`config.mk`:
```
export PLATFORM = sky130hd
export DESIGN_NAME = t1pwm_core
export DESIGN_NICKNAME = d
export VERILOG_FILES = /design/src/rtl/t1pwm_pkg.sv /design/src/rtl/t1pwm_core.sv
export VERILOG_INCLUDE_DIRS = /design/src /design/src/rtl
export SDC_FILE = /design/constraint.sdc
export NUM_CORES = 1
export LEC_CHECK = 0
export ABC_CLOCK_PERIOD_IN_PS = 3600
export BUFFER_PORTS_ARGS = -buffer_cell sky130_fd_sc_hd__buf_2
export CAP_MARGIN = 0
export CORE_MARGIN = 2
export CORE_UTILIZATION = 35
export CTS_CLUSTER_DIAMETER = 30
export DETAILED_ROUTE_END_ITERATION = 10
export PLACE_DENSITY_LB_ADDON = 0.15
export SYNTH_ARGS = -nofsm -noshare
export SYNTH_HDL_FRONTEND = slang
export SYNTH_SLANG_ARGS = --single-unit
```
`constraint.sdc`:
```
create_clock -name clk -period 3.6 [get_ports clk]
set_input_delay 0.54 -clock clk [delete_from_list [all_inputs] [get_ports clk]]
set_output_delay 0.54 -clock clk [all_outputs]
set_load 0.02 [all_outputs]
```
`src/rtl/t1pwm_cfg.svh`:
```
`ifndef T1PWM_CFG_SVH
`define T1PWM_CFG_SVH

// register byte offsets
`define T1PWM_OFS_CTRL 8'h30
`define T1PWM_OFS_CNT 8'h2F
`define T1PWM_OFS_CMPA 8'h2E
`define T1PWM_OFS_CMPB 8'h2B
`define T1PWM_OFS_TOP 8'h2D
`define T1PWM_OFS_GEN 8'h2C
`define T1PWM_OFS_PLL 8'h27
`define T1PWM_OFS_IEN 8'h39
`define T1PWM_OFS_FLAG 8'h38

// control register fields
`define T1PWM_CTRL_CTC 7
`define T1PWM_CTRL_PWMA 6
`define T1PWM_CTRL_MODE_HI 5
`define T1PWM_CTRL_MODE_LO 4
`define T1PWM_CTRL_CS_HI 3

// general register fields
`define T1PWM_GEN_PWMB 6
`define T1PWM_GEN_MODE_HI 5
`define T1PWM_GEN_MODE_LO 4
`define T1PWM_GEN_FORCEB 3
`define T1PWM_GEN_FORCEA 2
`define T1PWM_GEN_PSR 1

// pll register fields
`define T1PWM_PLL_FASTSEL 2
`define T1PWM_PLL_LOCK 0

// flag and enable positions
`define T1PWM_FLG_A 6
`define T1PWM_FLG_B 5
`define T1PWM_FLG_OV 2

// output mode codes
`define T1PWM_MODE_OFF 2'h0
`define T1PWM_MODE_TOGGLE 2'h1
`define T1PWM_MODE_CLEAR 2'h2
`define T1PWM_MODE_SET 2'h3

// counter values and widths
`define T1PWM_CNT_ZERO 8'h00
`define T1PWM_CNT_ONE 8'h01
`define T1PWM_CNT_MAX 8'hFF
`define T1PWM_TOP_RESET 8'hFF
`define T1PWM_REG_RESET 8'h00
`define T1PWM_PRE_W 14
`define T1PWM_CS_STOP 4'h0

`endif

```
`src/rtl/t1pwm_pkg.sv`:
```
package t1pwm_pkg;

   // one complementary output pair
   typedef struct packed {
      logic trueOut;
      logic trueEn;
      logic invOut;
      logic invEn;
   } t1pwm_pair_t;

   // both channels as one group
   typedef struct packed {
      t1pwm_pair_t chanA;
      t1pwm_pair_t chanB;
   } t1pwm_pins_t;

   // interrupt requests
   typedef struct packed {
      logic matchA;
      logic matchB;
      logic overflow;
   } t1pwm_irq_t;

   typedef struct packed {
      logic [7:0] ctrl;
      logic [7:0] gen;
      logic fastSel;
      logic [7:0] cnt;
      logic [7:0] topValue;
      logic [7:0] holdA;
      logic [7:0] holdB;
      logic [7:0] actA;
      logic [7:0] actB;
      logic [13:0] presc;
      logic tickD;
      logic evOv;
      logic evA;
      logic evB;
      logic [7:0] flags;
      logic [7:0] irqEn;
      t1pwm_pins_t pins;
      t1pwm_irq_t irq;
      logic [7:0] rdData;
   } t1pwm_state_t;

endpackage

```
`src/rtl/t1pwm_core.sv`:
```
// Function
// - in PWM mode the counter runs $00 up to top, then restarts
// - counter wrapping from $FF, or from top in PWM, to $00 sets overflow flag after delay
// - interrupt requested when flag, its enable and global enable are set
// - PWM mode 00 leaves both outputs of a channel disconnected
// - mode 01: true clears on match, sets at $01; inverse opposite at $00
// - mode 10: true clears on match, sets at $01; inverse disconnected
// - mode 11: true sets on match, clears at $01; inverse disconnected
// - non-overlap gap: inverse clears at $00, true sets at $01, one count both low
// - PWM compare writes go to holding register, loaded at top
// - compare reads return the holding register, the last write
// - in PWM, compare at $00 or top gives a constant output level
// - PWM period is counter clock period times top plus one
// - clear-on-top bit resets counter after top match, else counts on
// - either channel's PWM enable bit resets counter after top match
// - outside PWM, mode bits give off, toggle, clear or set on match
// - outside PWM the inverted output of channel A is never driven
// - clock select 0 stops, 1..15 divide base clock by 1..16384
// - fast clock select picks the fast clock tick as prescaler base
// - compare match A sets its flag after a synchronisation delay
`include "t1pwm_cfg.svh"
`timescale 1ns/10ps
`default_nettype none

module t1pwm_core (
   // clock and reset
   input wire logic clk,
   input wire logic srst,
   // register port
   input wire logic [7:0] regAddr,
   input wire logic [7:0] regWrData,
   input wire logic regWr,
   input wire logic regRd,
   output logic [7:0] regRdData,
   // clocking and interrupt context
   input wire logic fastClkTick,
   input wire logic pllLock,
   input wire logic globalIntEn,
   // outputs
   output t1pwm_pkg::t1pwm_pins_t pins,
   output t1pwm_pkg::t1pwm_irq_t irq
);

   t1pwm_pkg::t1pwm_state_t st;
   t1pwm_pkg::t1pwm_state_t next_st;

   ////////////////////////////////////////////////////////////////////////////
   // one channel: returns {true, trueEn, inv, invEn}
   function automatic t1pwm_pkg::t1pwm_pair_t chanNext(
      input logic pwm,
      input logic [1:0] mode,
      input logic [7:0] cmp,
      input logic [7:0] top,
      input logic [7:0] cnt,
      input logic newCnt,
      input logic force_,
      input t1pwm_pkg::t1pwm_pair_t cur
   );
      t1pwm_pkg::t1pwm_pair_t p;
      logic matchLvl;
      logic hit;
      p = cur;
      matchLvl = (mode == `T1PWM_MODE_SET);
      hit = newCnt && (cnt == cmp);
      if (pwm) begin
         p.trueEn = (mode != `T1PWM_MODE_OFF);
         p.invEn = (mode == `T1PWM_MODE_TOGGLE);
         if (cmp == `T1PWM_CNT_ZERO) begin
            p.trueOut = matchLvl;
         end else if (cmp == top) begin
            p.trueOut = ~matchLvl;
         end else if (hit) begin
            p.trueOut = matchLvl;
         end else if (newCnt && cnt == `T1PWM_CNT_ONE) begin
            p.trueOut = ~matchLvl;
         end
         // one-count gap, inverse clears at $00 before true sets at $01
         if (cmp == `T1PWM_CNT_ZERO) begin
            p.invOut = 1'b1;
         end else if (cmp == top) begin
            p.invOut = 1'b0;
         end else if (hit) begin
            p.invOut = 1'b1;
         end else if (newCnt && cnt == `T1PWM_CNT_ZERO) begin
            p.invOut = 1'b0;
         end
      end else begin
         p.trueEn = (mode != `T1PWM_MODE_OFF);
         p.invEn = 1'b0;
         p.invOut = 1'b0;
         if (hit || force_) begin
            case (mode)
               `T1PWM_MODE_TOGGLE: p.trueOut = ~cur.trueOut;
               `T1PWM_MODE_CLEAR: p.trueOut = 1'b0;
               `T1PWM_MODE_SET: p.trueOut = 1'b1;
               default: p.trueOut = cur.trueOut;
            endcase
         end
      end
      return p;
   endfunction

   ////////////////////////////////////////////////////////////////////////////
   logic pwmA;
   logic pwmB;
   logic anyPwm;
   logic ctc;
   logic baseTick;
   logic cntTick;
   logic atTop;
   logic reachTop;
   logic [3:0] clkSel;
   logic [13:0] divMask;
   logic [7:0] flagSet;
   logic wrCtrl;
   logic wrGen;

   always_comb begin
      next_st = st;
      pwmA = st.ctrl[`T1PWM_CTRL_PWMA];
      pwmB = st.gen[`T1PWM_GEN_PWMB];
      anyPwm = pwmA || pwmB;
      ctc = st.ctrl[`T1PWM_CTRL_CTC];
      clkSel = st.ctrl[`T1PWM_CTRL_CS_HI:0];
      wrCtrl = regWr && (regAddr == `T1PWM_OFS_CTRL);
      wrGen = regWr && (regAddr == `T1PWM_OFS_GEN);
      flagSet = `T1PWM_REG_RESET;

      // fast clock tick or every system clock
      baseTick = st.fastSel ? fastClkTick : 1'b1;
      divMask = (clkSel == `T1PWM_CS_STOP) ? '0
         : `T1PWM_PRE_W'((`T1PWM_PRE_W'(1) << (clkSel - 4'h1)) - `T1PWM_PRE_W'(1));
      cntTick = baseTick && (clkSel != `T1PWM_CS_STOP) && ((st.presc & divMask) == divMask);
      if (baseTick) begin
         next_st.presc = st.presc + `T1PWM_PRE_W'(1);
      end

      // counter and top handling
      atTop = (st.cnt == st.topValue);
      reachTop = st.tickD && atTop;
      next_st.tickD = cntTick;
      next_st.evOv = 1'b0;
      if (cntTick) begin
         if ((ctc || anyPwm) && atTop) begin
            next_st.cnt = `T1PWM_CNT_ZERO;
         end else begin
            next_st.cnt = st.cnt + `T1PWM_CNT_ONE;
         end
         next_st.evOv = (st.cnt == `T1PWM_CNT_MAX) || (anyPwm && atTop);
      end

      if (reachTop) begin
         next_st.actA = st.holdA;
         next_st.actB = st.holdB;
      end

      // compare events delayed one cycle into flags
      next_st.evA = st.tickD && (st.cnt == st.actA);
      next_st.evB = st.tickD && (st.cnt == st.actB);
      flagSet[`T1PWM_FLG_A] = st.evA;
      flagSet[`T1PWM_FLG_B] = st.evB;
      flagSet[`T1PWM_FLG_OV] = st.evOv;

      next_st.pins.chanA = chanNext(pwmA, st.ctrl[`T1PWM_CTRL_MODE_HI:`T1PWM_CTRL_MODE_LO],
         st.actA, st.topValue, st.cnt, st.tickD,
         wrGen && regWrData[`T1PWM_GEN_FORCEA], st.pins.chanA);
      next_st.pins.chanB = chanNext(pwmB, st.gen[`T1PWM_GEN_MODE_HI:`T1PWM_GEN_MODE_LO],
         st.actB, st.topValue, st.cnt, st.tickD,
         wrGen && regWrData[`T1PWM_GEN_FORCEB], st.pins.chanB);

      // register writes
      if (regWr) begin
         if (regAddr == `T1PWM_OFS_CTRL) begin
            next_st.ctrl = regWrData;
         end else if (regAddr == `T1PWM_OFS_GEN) begin
            // force and prescaler reset bits are strobes, not stored
            next_st.gen = regWrData & 8'h70;
            if (regWrData[`T1PWM_GEN_PSR]) begin
               next_st.presc = '0;
            end
         end else if (regAddr == `T1PWM_OFS_CNT) begin
            next_st.cnt = regWrData;
            next_st.tickD = 1'b0;
         end else if (regAddr == `T1PWM_OFS_CMPA) begin
            next_st.holdA = regWrData;
            if (!pwmA) begin
               next_st.actA = regWrData;
            end
         end else if (regAddr == `T1PWM_OFS_CMPB) begin
            next_st.holdB = regWrData;
            if (!pwmB) begin
               next_st.actB = regWrData;
            end
         end else if (regAddr == `T1PWM_OFS_TOP) begin
            next_st.topValue = regWrData;
         end else if (regAddr == `T1PWM_OFS_PLL) begin
            next_st.fastSel = regWrData[`T1PWM_PLL_FASTSEL];
         end else if (regAddr == `T1PWM_OFS_IEN) begin
            next_st.irqEn = regWrData & 8'h64;
         end
      end

      // flags: write one clears, a new event in the same cycle wins
      next_st.flags = st.flags | flagSet;
      if (regWr && regAddr == `T1PWM_OFS_FLAG) begin
         next_st.flags = (st.flags & ~regWrData) | flagSet;
      end

      // request when flag, enable and global enable
      next_st.irq.matchA = globalIntEn && st.flags[`T1PWM_FLG_A] && st.irqEn[`T1PWM_FLG_A];
      next_st.irq.matchB = globalIntEn && st.flags[`T1PWM_FLG_B] && st.irqEn[`T1PWM_FLG_B];
      next_st.irq.overflow = globalIntEn && st.flags[`T1PWM_FLG_OV]
         && st.irqEn[`T1PWM_FLG_OV];

      // reads answer one cycle later, unmapped reads give zero
      next_st.rdData = `T1PWM_REG_RESET;
      if (regRd) begin
         if (regAddr == `T1PWM_OFS_CTRL) begin
            next_st.rdData = st.ctrl;
         end else if (regAddr == `T1PWM_OFS_GEN) begin
            next_st.rdData = st.gen;
         end else if (regAddr == `T1PWM_OFS_CNT) begin
            next_st.rdData = st.cnt;
         end else if (regAddr == `T1PWM_OFS_CMPA) begin
            next_st.rdData = st.holdA;
         end else if (regAddr == `T1PWM_OFS_CMPB) begin
            next_st.rdData = st.holdB;
         end else if (regAddr == `T1PWM_OFS_TOP) begin
            next_st.rdData = st.topValue;
         end else if (regAddr == `T1PWM_OFS_PLL) begin
            next_st.rdData[`T1PWM_PLL_FASTSEL] = st.fastSel;
            next_st.rdData[`T1PWM_PLL_LOCK] = pllLock;
         end else if (regAddr == `T1PWM_OFS_IEN) begin
            next_st.rdData = st.irqEn;
         end else if (regAddr == `T1PWM_OFS_FLAG) begin
            next_st.rdData = st.flags;
         end
      end
   end

   ////////////////////////////////////////////////////////////////////////////
   always_ff @(posedge clk) begin
      if (srst) begin
         st <= '0;
         st.topValue <= `T1PWM_TOP_RESET;
      end else begin
         st <= next_st;
      end
   end

   assign regRdData = st.rdData;
   assign pins = st.pins;
   assign irq = st.irq;

endmodule // t1pwm_core

`default_nettype wire

```
==> flow_summary_export.csv, run 1 <==
group,metric,value,unit
yosys,synth-edff-count,0,
die,row_count,49,
clock_tree,worstSkewPairLatency,0.36,ns
yosys,yosysWarningCount,0,
routing,drt-vias-per-instance,5.64,
die,design.die.area,19200,µm²
routing,detail_route.first_pass.iterations,5,
setup_path,cpMostUsedCell,"or3_1",
clock_tree,clock_sinks,108,
timing,final_period_minus_worst_setup_slack,3.18,ns
power_and_ir_drop,power_per_cell_area,335,nW/µm²
clock_tree,cts_tree,"yes",
yosys,simple_gate_fraction_of_synth_area,23.2,%
routing,drt-met1-wl,9520,µm
setup_path,worstRegToRegCells,10,
clock_tree,cts_buffer_depth,2,
yosys,yosys-mux-area-fraction,8.08,%
timing,hold-worst-slack,0.439,ns
yosys,post_synth_num_cell_types,66,
run_status,outcome,"finished, final reports clean",
yosys,combinational_family_with_the_most_area_after_synthesis,"simple AND/OR/NAND/NOR gates",
routing,dr.first_iter.drc_count,516,
setup_path,cp.required,3.85,ns
place,io_buffers,41,
layout,final-seq-area,2160,µm²
timing,grt_setup_unrepaired,"no",
flow_run,cap_violations,0,
layout,instances_no_fill,993,
yosys,postSynthAreaPerCell,8.22,µm²
timing,final_hold_viol_count,0,
layout,final.fill_count,1843,
routing,num_vias,5601,
clock_tree,post_cts_resize_count,0,
setup_path,setup.worst_path.class,"register to register",
timing,transition_at_the_pin_with_the_smallest_max_transition_slack,0.924,ns
global_route,antenna_found_initial,0,
yosys,post_synth_xor_area_fraction,7.47,%
layout,combined_area_of_the_multi_input_logic_cells,3720,µm²
yosys,ys_top_cells_by_count,"dfxtp_1, nand2_1, nor2_1",
hold_path,hp-class,"register to register",
die,die-width,139,µm
timing,fin_tns_setup,0,ns
yosys,syn_nets,809,
layout,final_util,38.3,%
layout,number_of_diodes,0,
setup_path,critical_path.cell_chain,"or2b_1 > or3_1 > ha_1 > nor3b_1 > o21ai_0 > nand3_1 > or3_1 > nor4_4 > a21oi_1 > a221o_1",
layout,area_growth_syn_to_layout,7.90,%
setup_path,rrSetupSlack,0.42,ns
timing,period_share,88.4,%
yosys,synth_top_area_share,34.1,%
yosys,synth_compound_area_share,16.7,%
routing,post_route_drc,0,
yosys,synth_fa_ha_area_share,3.16,%
routing,detail_route.wirelength,20300,µm
timing,clock_skew,0.00645,ns
yosys,synth_top_cell_by_area,"dfxtp_1",
die,design.portCount,42,
clock_tree,post_cts.repair.setup_buffers,0,
yosys,ys_top_cells_by_area,"dfxtp_1, mux2i_1, nand2_1",
routing,postRouteAntennaNets,0,
place,place.detailed.instances,977,
clock_tree,ctsRootBufferMaster,"clkbuf_16",
clock_tree,htreeDepth,3,
place,gp_congestion,0.898,
global_route,grt_start_max_net_pins,65,
setup_path,worstPathMaxFanout,10,
yosys,syn_area,6330,µm²
setup_path,worst_ep_arrival_time,3.43,ns
global_route,tot_gr_track_use,21.1,%
yosys,yosysMostFrequentCell,"dfxtp_1",
die,floorplan.core_area,17800,µm²
power_and_ir_drop,total_power,0.00229,W
setup_path,timing.critical_path.slowest_stage_cell,"nor4_4",
timing,maxClockFrequency,314,MHz
global_route,grt_first_pass_wirelength,31300,µm
clock_tree,clk_pin_slew,0.07,ns
yosys,seq_area_frac_synth,34.1,%
power_and_ir_drop,power.leakage,2.48,nW
die,die_height,139,µm
setup_path,critical_path.endpoint_type,"register",
clock_tree,tritoncts.num_buffers,9,
routing,highest_layer,"met4",
power_and_ir_drop,worst_vdd_ir,0.225,mV
global_route,grt_overflow_total,0,
yosys,synth.ff_latch_count,108,
setup_path,critical_path.startpoint_type,"register",
place,hpwl,14900,µm
layout,final_nets,798,
routing,detailroute.wirelength.met2,9040,µm
yosys,ys_dominant_reg_cell,"dfxtp_1",
timing,finalSetupViolCount,0,
die,start_util,35.5,%
layout,drive_gt1_share,10.9,%
routing,wl_per_cell,20.5,µm
clock_tree,cts_hold_buffers,0,
timing,maxSlewHeadroom,38.2,%
setup_path,max_stage_delay,0.53,ns
timing,final-max-slew-violation-count,0,
hold_path,holdPathStages,2,
yosys,netlist_instances,770,
routing,met3RoutedLength,1280,µm
global_route,vias_in_the_first_global_route,5184,
yosys,async_flop_share,0,%
critical path: cells and delay by family, from the launching register on:
kind | cells | cell delay, ns
AOI/OAI and AO/OA | 3 | 0.65
adders and majority gates | 1 | 0.31
DFF | 1 | 0.33
and+or+nand+nor | 6 | 1.79
cell families (layout without fill, tap and decap cells):
family	Yosys count	after routing
mux	51	51
xor+xnor	54	54
flops	108	108
compound gates	144	144
buf+inv	94	88
simple gates	303	303
fa+ha+maj	16	16
worst paths after layout:
path            end       from
max reg2reg  st[96]  clkSel[0]
min reg2reg  st[31]     st[31]
max          st[96]  clkSel[0]
min          st[31]     st[31]
flip-flops by register name, summed over array words and instances (netlist names):
signal     flops
pwmA           1
pwmB           1
st            79
irq            3
regRdData      8
ctc            1
clkSel         4
pins           8
flagSet        3
layer usage:
metal / GRT usage [%] / vias up
met2: 32.1 / 204
li1: - / 2684
met1: 29.7 / 2676
met5: 0 / -
met3: 4.33 / 37
met4: 7.25 / 0
layout by cell type (no fill, tap or decap), types with 4 or more instances in the layout:
| cell | instances |
|---|---|
| a211oi_1 | 22 |
| a21oi_1 | 38 |
| a221o_1 | 5 |
| a221oi_1 | 6 |
| a22oi_1 | 10 |
| a2bb2oi_1 | 4 |
| and3_1 | 12 |
| buf_2 | 41 |
| buf_4 | 16 |
| clkbuf_16 | 9 |
| dfxtp_1 | 108 |
| ha_1 | 16 |
| inv_1 | 14 |
| mux2i_1 | 50 |
| nand2_1 | 90 |
| nand2b_1 | 9 |
| nand3_1 | 28 |
| nand4_1 | 9 |
| nor2_1 | 87 |
| nor2b_1 | 11 |
| nor3_1 | 12 |
| nor4_1 | 13 |
| nor4b_1 | 6 |
| o211ai_1 | 5 |
| o21ai_0 | 12 |
| o221ai_1 | 5 |
| o311a_1 | 4 |
| or3_1 | 4 |
| xnor2_1 | 30 |
| xor2_1 | 24 |
cell type report:
type	instances	area share, %
Clock buffer	12	3.61
Multi-Input combinational cell	568	54.5
Timing Repair Buffer	57	4.76
Inverter	15	0.824
Sequential cell	108	31.6
Clock inverter	4	0.458
Tap cell	229	4.19
stage by stage:
| stage | cell area, µm² | worst slack (ns) |
|---|---|---|
| 2_1_floorplan | 6330 | 0.669 |
| 3_3_place_gp | 6560 | 0.502 |
| 3_5_place_dp | 6560 | 0.462 |
| 4_1_cts | 6830 | 0.445 |
| 5_1_grt | 6830 | 0.247 |
| 6_report | 6830 | 0.419 |
where the power goes:
part	internal, W	switching, W	total (W)
clock	0.000495	0.000464	0.000959
combinational	0.0000350	0.0000884	0.000123
sequential	0.00120	0.00000951	0.00121
Note: power is estimated with default switching activity, not from simulation.
==> run 2, diff against run 1 <==
--- a/config.mk
+++ b/config.mk
@@ -6,9 +6,11 @@
 export SDC_FILE = /design/constraint.sdc
 export NUM_CORES = 1
 export LEC_CHECK = 0
-export ABC_CLOCK_PERIOD_IN_PS = 3600
+export ABC_CLOCK_PERIOD_IN_PS = 2900
 export BUFFER_PORTS_ARGS = -buffer_cell sky130_fd_sc_hd__buf_2
 export CAP_MARGIN = 0
+export CELL_PAD_IN_SITES_DETAIL_PLACEMENT = 1
+export CELL_PAD_IN_SITES_GLOBAL_PLACEMENT = 1
 export CORE_MARGIN = 2
 export CORE_UTILIZATION = 35
 export CTS_CLUSTER_DIAMETER = 30
==> constraint.sdc (replaced) <==
create_clock -name clk -period 2.9 [get_ports clk]
set_input_delay 0.435 -clock clk [delete_from_list [all_inputs] [get_ports clk]]
set_output_delay 0.435 -clock clk [all_outputs]
set_load 0.02 [all_outputs]
==> flow_summary_export.csv, run 2 (synthesis results as in run 1) <==
group,metric,value,unit
layout,largest_register,"st",
clock_tree,clock_sinks,108,
power_and_ir_drop,power.switching_fraction,26.7,%
global_route,grt_overflow_total,0,
setup_path,crit_cells,11,
setup_path,reg2reg_from,"clkSel[0]",
place,place_area,6750,µm²
flow_run,cap_violations,0,
global_route,antenna_found_initial,1,
die,row_count,49,
timing,final_period_minus_worst_setup_slack,2.89,ns
timing,grt_setup_unrepaired,"yes",
place,gp_congestion,0.890,
timing,final-max-slew-violation-count,0,
die,start_util,35.5,%
layout,final_nets,826,
setup_path,critical_path.startpoint_type,"register",
setup_path,max_stage_delay,0.39,ns
clock_tree,cts_tree,"yes",
global_route,tot_gr_track_use,24.5,%
setup_path,cp.required,3.14,ns
setup_path,crit-reg2reg-capture,"st[93]",
timing,hold-worst-slack,0.434,ns
routing,dr.first_iter.drc_count,497,
global_route,grt_first_pass_wirelength,36400,µm
timing,maxClockFrequency,346,MHz
hold_path,hp-class,"register to register",
setup_path,setup.worst_path.class,"register to register",
clock_tree,worstSkewPairLatency,0.37,ns
layout,final_cell_area_excluding_filler_cells,7210,µm²
routing,post_route_drc,0,
layout,area_growth_syn_to_layout,13.9,%
clock_tree,ctsRootBufferMaster,"clkbuf_16",
routing,postRouteAntennaNets,0,
setup_path,rrSetupSlack,0.006,ns
setup_path,path_buf_inv,1,
setup_path,worstRegToRegCells,11,
power_and_ir_drop,int_pwr,0.00217,W
hold_path,worst_hold_startpoint,"st[27]",
setup_path,timing.critical_path.slowest_stage_cell,"or3_4",
routing,detail_route.first_pass.iterations,5,
clock_tree,clk_pin_slew,0.08,ns
layout,drive_gt1_share,16.5,%
clock_tree,htreeDepth,3,
setup_path,worstPathMaxFanout,5,
die,floorplan.core_area,17800,µm²
layout,layout.cells.most_common_list,"dfxtp_1, nand2_1, nor2_1",
place,place.detailed.instances,999,
timing,finalSetupViolCount,0,
power_and_ir_drop,power.leakage,2.66,nW
layout,instances_no_fill,1021,
power_and_ir_drop,seqPwrFrac,50.5,%
timing,final_worst_path_setup_slack,0.00602,ns
routing,detail_route.wirelength,23400,µm
power_and_ir_drop,power_per_cell_area,411,nW/µm²
timing,period_share,99.8,%
place,io_buffers,41,
place,place_worst_setup_slack,-0.0140,ns
power_and_ir_drop,pwr-share-comb,5.8,%
timing,final_hold_viol_count,0,
layout,number_of_diodes,0,
hold_path,holdPathStages,2,
die,design.portCount,42,
setup_path,critical_path.cell_chain,"or2b_1 > or3_4 > ha_4 > o22ai_4 > a2111oi_4 > nand3_1 > or3_4 > nor4_4 > buf_12 > mux2i_2 > a211oi_2",
run_status,outcome,"finished, final reports clean",
place,hpwl,17400,µm
routing,drt-vias-per-instance,5.78,
power_and_ir_drop,total_power,0.00296,W
timing,clock_skew,0.0178,ns
setup_path,critical_path.startpoint,"clkSel[0]",
global_route,vias_in_the_first_global_route,6092,
timing,maxSlewHeadroom,54.2,%
hold_path,worst_hold_path.endpoint,"st[27]",
routing,num_vias,5897,
routing,wl_per_cell,22.9,µm
layout,largest_register_ff_count,79,
die,design.die.area,19200,µm²
power_and_ir_drop,worst_vdd_ir,0.268,mV
power_and_ir_drop,share_clk_of_total_power,43.7,%
clock_tree,cts_buffer_depth,2,
power_and_ir_drop,p_sw,0.000792,W
setup_path,critical_path.endpoint_type,"register",
layout,mostFrequentLayoutCell,"dfxtp_1",
clock_tree,tritoncts.num_buffers,9,
setup_path,worst_ep_arrival_time,3.13,ns
setup_path,cp_top_family,"simple AND/OR/NAND/NOR gates",
die,die_height,139,µm
setup_path,cpMostUsedCell,"or3_4",
global_route,grt_start_max_net_pins,65,
die,die-width,139,µm
timing,transition_at_the_pin_with_the_smallest_max_transition_slack,0.682,ns
[run 2: per-stage QoR]
stage          utilization [%]  setup TNS [ns]
4_1_cts                   40.0               0
2_1_floorplan                -         -0.0309
5_1_grt                   40.4          -0.492
6_report                  40.4               0
3_3_place_gp              37.8               0
3_5_place_dp              37.8         -0.0180
[run 2: power by group through the flow]
| stage | Combinational, W | Clock [W] | Sequential [W] |
|---|---|---|---|
| finish | 0.000172 | 0.00129 | 0.00150 |
| global route | 0.000184 | 0.00138 | 0.00150 |
| CTS | 0.000170 | 0.00131 | 0.00150 |
| detailed placement | 0.000167 | 0 | 0.00153 |
| global placement | 0.000164 | 0 | 0.00153 |
| floorplan | 0.000100 | 0 | 0.00153 |
[run 2: layout make-up]
cell class,instances,area (µm²)
fill,2114,10600
tap,229,287
clock buffer,10,239
timing repair buffer,85,568
multi-input combinational,568,3840
clock inverter,6,61.3
sequential,108,2160
inverter,15,56.3
[run 2: how the worst max path moves through the flow]
| stage | slack [ns] | to |
|---|---|---|
| finish | 0.006 | st[93] |
| global route | -0.10 | st[93] |
| CTS | 0.003 | st[96] |
| detailed placement | -0.01 | st[96] |
| global placement | 0.06 | st[96] |
| floorplan | -0.03 | st[96] |
[run 2: per-layer routing]
metal	GRT usage [%]	share of wire, %	vias to the layer above
li1	-	-	2748
met1	33.7	47	2965
met2	39.3	45	148
met3	3.36	4.3	36
met4	9.24	2.8	0
met5	0	0	-
[run 2: worst register-to-register path: stages (launching register included)]
cell	delay [ns]
dfxtp_2	0.33
or2b_1	0.24
or3_4	0.36
ha_4	0.29
o22ai_4	0.07
a2111oi_4	0.24
nand3_1	0.12
or3_4	0.39
nor4_4	0.24
buf_12	0.17
mux2i_2	0.23
a211oi_2	0.09
[run 2: timing repair]
| action | 4_1_cts | 5_1_grt |
|---|---|---|
| hold buffers | 0 | 0 |
| cloned | 1 | 0 |
| setup endpoints to repair | 4 | 8 |
| pin swaps | 0 | 8 |
| buffers inserted | 2 | 4 |
| resized for setup | 6 | 18 |
==> run 3, diff against run 2 <==
--- a/config.mk
+++ b/config.mk
@@ -11,7 +11,7 @@
 export CAP_MARGIN = 0
 export CELL_PAD_IN_SITES_DETAIL_PLACEMENT = 1
 export CELL_PAD_IN_SITES_GLOBAL_PLACEMENT = 1
-export CORE_MARGIN = 2
+export CORE_MARGIN = 5
 export CORE_UTILIZATION = 35
 export CTS_CLUSTER_DIAMETER = 30
 export DETAILED_ROUTE_END_ITERATION = 10
==> flow_summary_export.csv, run 3 (synthesis results as in run 1) <==
group,metric,value,unit
hold_path,worst_hold_startpoint,"regWrData[0]",
clock_tree,cts_buffer_depth,2,
timing,maxClockFrequency,359,MHz
die,design.portCount,42,
setup_path,worst_ep_arrival_time,3.01,ns
setup_path,reg2reg_from,"clkSel[0]",
power_and_ir_drop,worst_vdd_ir,0.322,mV
global_route,grt_overflow_total,0,
layout,largest_register,"st",
routing,detail_route.wirelength,23300,µm
flow_run,cap_violations,0,
layout,mostFrequentLayoutCell,"dfxtp_1",
setup_path,rrSetupSlack,0.12,ns
layout,final_nets,820,
setup_path,worstPathMaxFanout,8,
routing,post_route_drc,0,
routing,dr.first_iter.drc_count,456,
timing,final_hold_viol_count,0,
clock_tree,clock_sinks,108,
die,design.die.area,20900,µm²
timing,fin_tns_setup,0,ns
die,die_height,145,µm
place,place.detailed.instances,998,
die,floorplan.core_area,17900,µm²
power_and_ir_drop,total_power,0.00299,W
run_status,outcome,"finished, final reports clean",
timing,hold-worst-slack,0.431,ns
global_route,grt_first_pass_wirelength,36200,µm
setup_path,critical_path.endpoint_type,"register",
clock_tree,tritoncts.num_buffers,9,
timing,transition_at_the_pin_with_the_smallest_max_transition_slack,0.794,ns
layout,drive_gt1_share,14.8,%
layout,final.fill_count,2112,
power_and_ir_drop,power_per_cell_area,421,nW/µm²
clock_tree,htreeDepth,3,
clock_tree,cts_tree,"yes",
setup_path,critical_path.startpoint_type,"register",
global_route,tot_gr_track_use,22.9,%
place,hpwl,17400,µm
timing,grt_setup_unrepaired,"yes",
timing,final-max-slew-violation-count,0,
timing,finalSetupViolCount,0,
setup_path,worstRegToRegCells,11,
hold_path,holdPathStages,2,
timing,clock_skew,0.00867,ns
layout,instances_no_fill,1015,
global_route,antenna_found_initial,1,
timing,final_period_minus_worst_setup_slack,2.78,ns
timing,period_share,96.0,%
clock_tree,worstSkewPairLatency,0.36,ns
global_route,vias_in_the_first_global_route,6084,
layout,largest_register_ff_count,79,
routing,postRouteAntennaNets,0,
hold_path,worst_hold_path.endpoint,"st[27]",
layout,number_of_diodes,0,
setup_path,cp.required,3.12,ns
layout,layout.cells.most_common_list,"dfxtp_1, nand2_1, nor2_1",
place,io_buffers,41,
routing,drt-vias-per-instance,5.76,
hold_path,hp-class,"primary input to register",
place,gp_congestion,0.861,
clock_tree,clk_pin_slew,0.08,ns
layout,area_growth_syn_to_layout,12.1,%
power_and_ir_drop,power.leakage,2.61,nW
setup_path,setup.worst_path.class,"register to register",
timing,maxSlewHeadroom,46.6,%
die,row_count,49,
routing,wl_per_cell,23.0,µm
clock_tree,cts_hold_buffers,0,
setup_path,crit-reg2reg-capture,"st[93]",
global_route,grt_start_max_net_pins,26,
clock_tree,ctsRootBufferMaster,"clkbuf_16",
die,die-width,145,µm
routing,detail_route.first_pass.iterations,5,
routing,num_vias,5850,
die,start_util,35.4,%
run 3: cell count changes in the layout (fill, tap and decap cells not counted), moves of 2 or more:
cell and delta:
inv_6 -2, or4_4 -2, a21oi_1 +2, buf_4 -4, clkinv_4 +2, or4_1 +2
run 3: worst max path at each step:
| stage | start | endpoint | slack, ns |
|---|---|---|---|
| after floorplan | clkSel[2] | st[96] | -0.03 |
| after global placement | clkSel[0] | st[96] | 0.06 |
| after detailed placement | clkSel[0] | st[93] | 0.004 |
| after CTS | clkSel[0] | st[93] | 0.01 |
| after global routing | clkSel[0] | st[93] | -0.001 |
| final | clkSel[0] | st[93] | 0.12 |
run 3: through the flow:
stage	utilization [%]	area, µm²	setup WS, ns
after CTS	39.3	7040	0.00972
after global placement	37.6	6730	0.0633
after floorplan	-	6330	-0.0309
final	39.7	7100	0.117
after global routing	39.7	7100	-0.00108
after detailed placement	37.6	6730	0.00374
run 3: critical path, stage by stage (launching register included):
cell and delay (ns):
dfxtp_2 0.33, or2b_1 0.24, or3_4 0.36, ha_4 0.29, o22ai_4 0.07, a2111oi_4 0.21
nand3_1 0.11, or3_4 0.39, nor4_4 0.15, buf_6 0.18, mux2i_2 0.22, a211oi_1 0.09
run 3: cell type report:
| class | instances | area, µm² | area share [%] |
|---|---|---|---|
| Timing Repair Buffer | 79 | 507 | 7.14 |
| Multi-Input combinational cell | 568 | 3770 | 53.2 |
| Tap cell | 229 | 287 | 4.04 |
| Clock buffer | 10 | 239 | 3.37 |
| Inverter | 15 | 56.3 | 0.793 |
| Sequential cell | 108 | 2160 | 30.5 |
| Clock inverter | 6 | 71.3 | 1.00 |
run 3: routing by layer:
layer / vias to the layer above / GRT usage, % / share of wire [%]
met5: - / 0 / 0.056
met4: 2 / 8.54 / 3.3
met3: 41 / 3.64 / 5.9
met2: 179 / 37.2 / 46
met1: 2901 / 30.7 / 45
li1: 2727 / - / -
run 3: repair_timing:
| action | CTS | global route |
|---|---|---|
| resized for setup | 1 | 10 |
| endpoints found under the setup margin | 2 | 8 |
| pin swaps | 0 | 0 |
| setup buffers | 0 | 1 |
run 3: report_power, final:
| group | total (W) | internal (W) | switching (W) | leakage, nW |
|---|---|---|---|---|
| clock network | 0.00132 | 0.000701 | 0.000616 | 0.145 |
| registers | 0.00150 | 0.00149 | 0.0000110 | 0.872 |
| logic | 0.000174 | 0.0000527 | 0.000122 | 1.60 |
| total | 0.00299 | 0.00224 | 0.000749 | 2.61 |
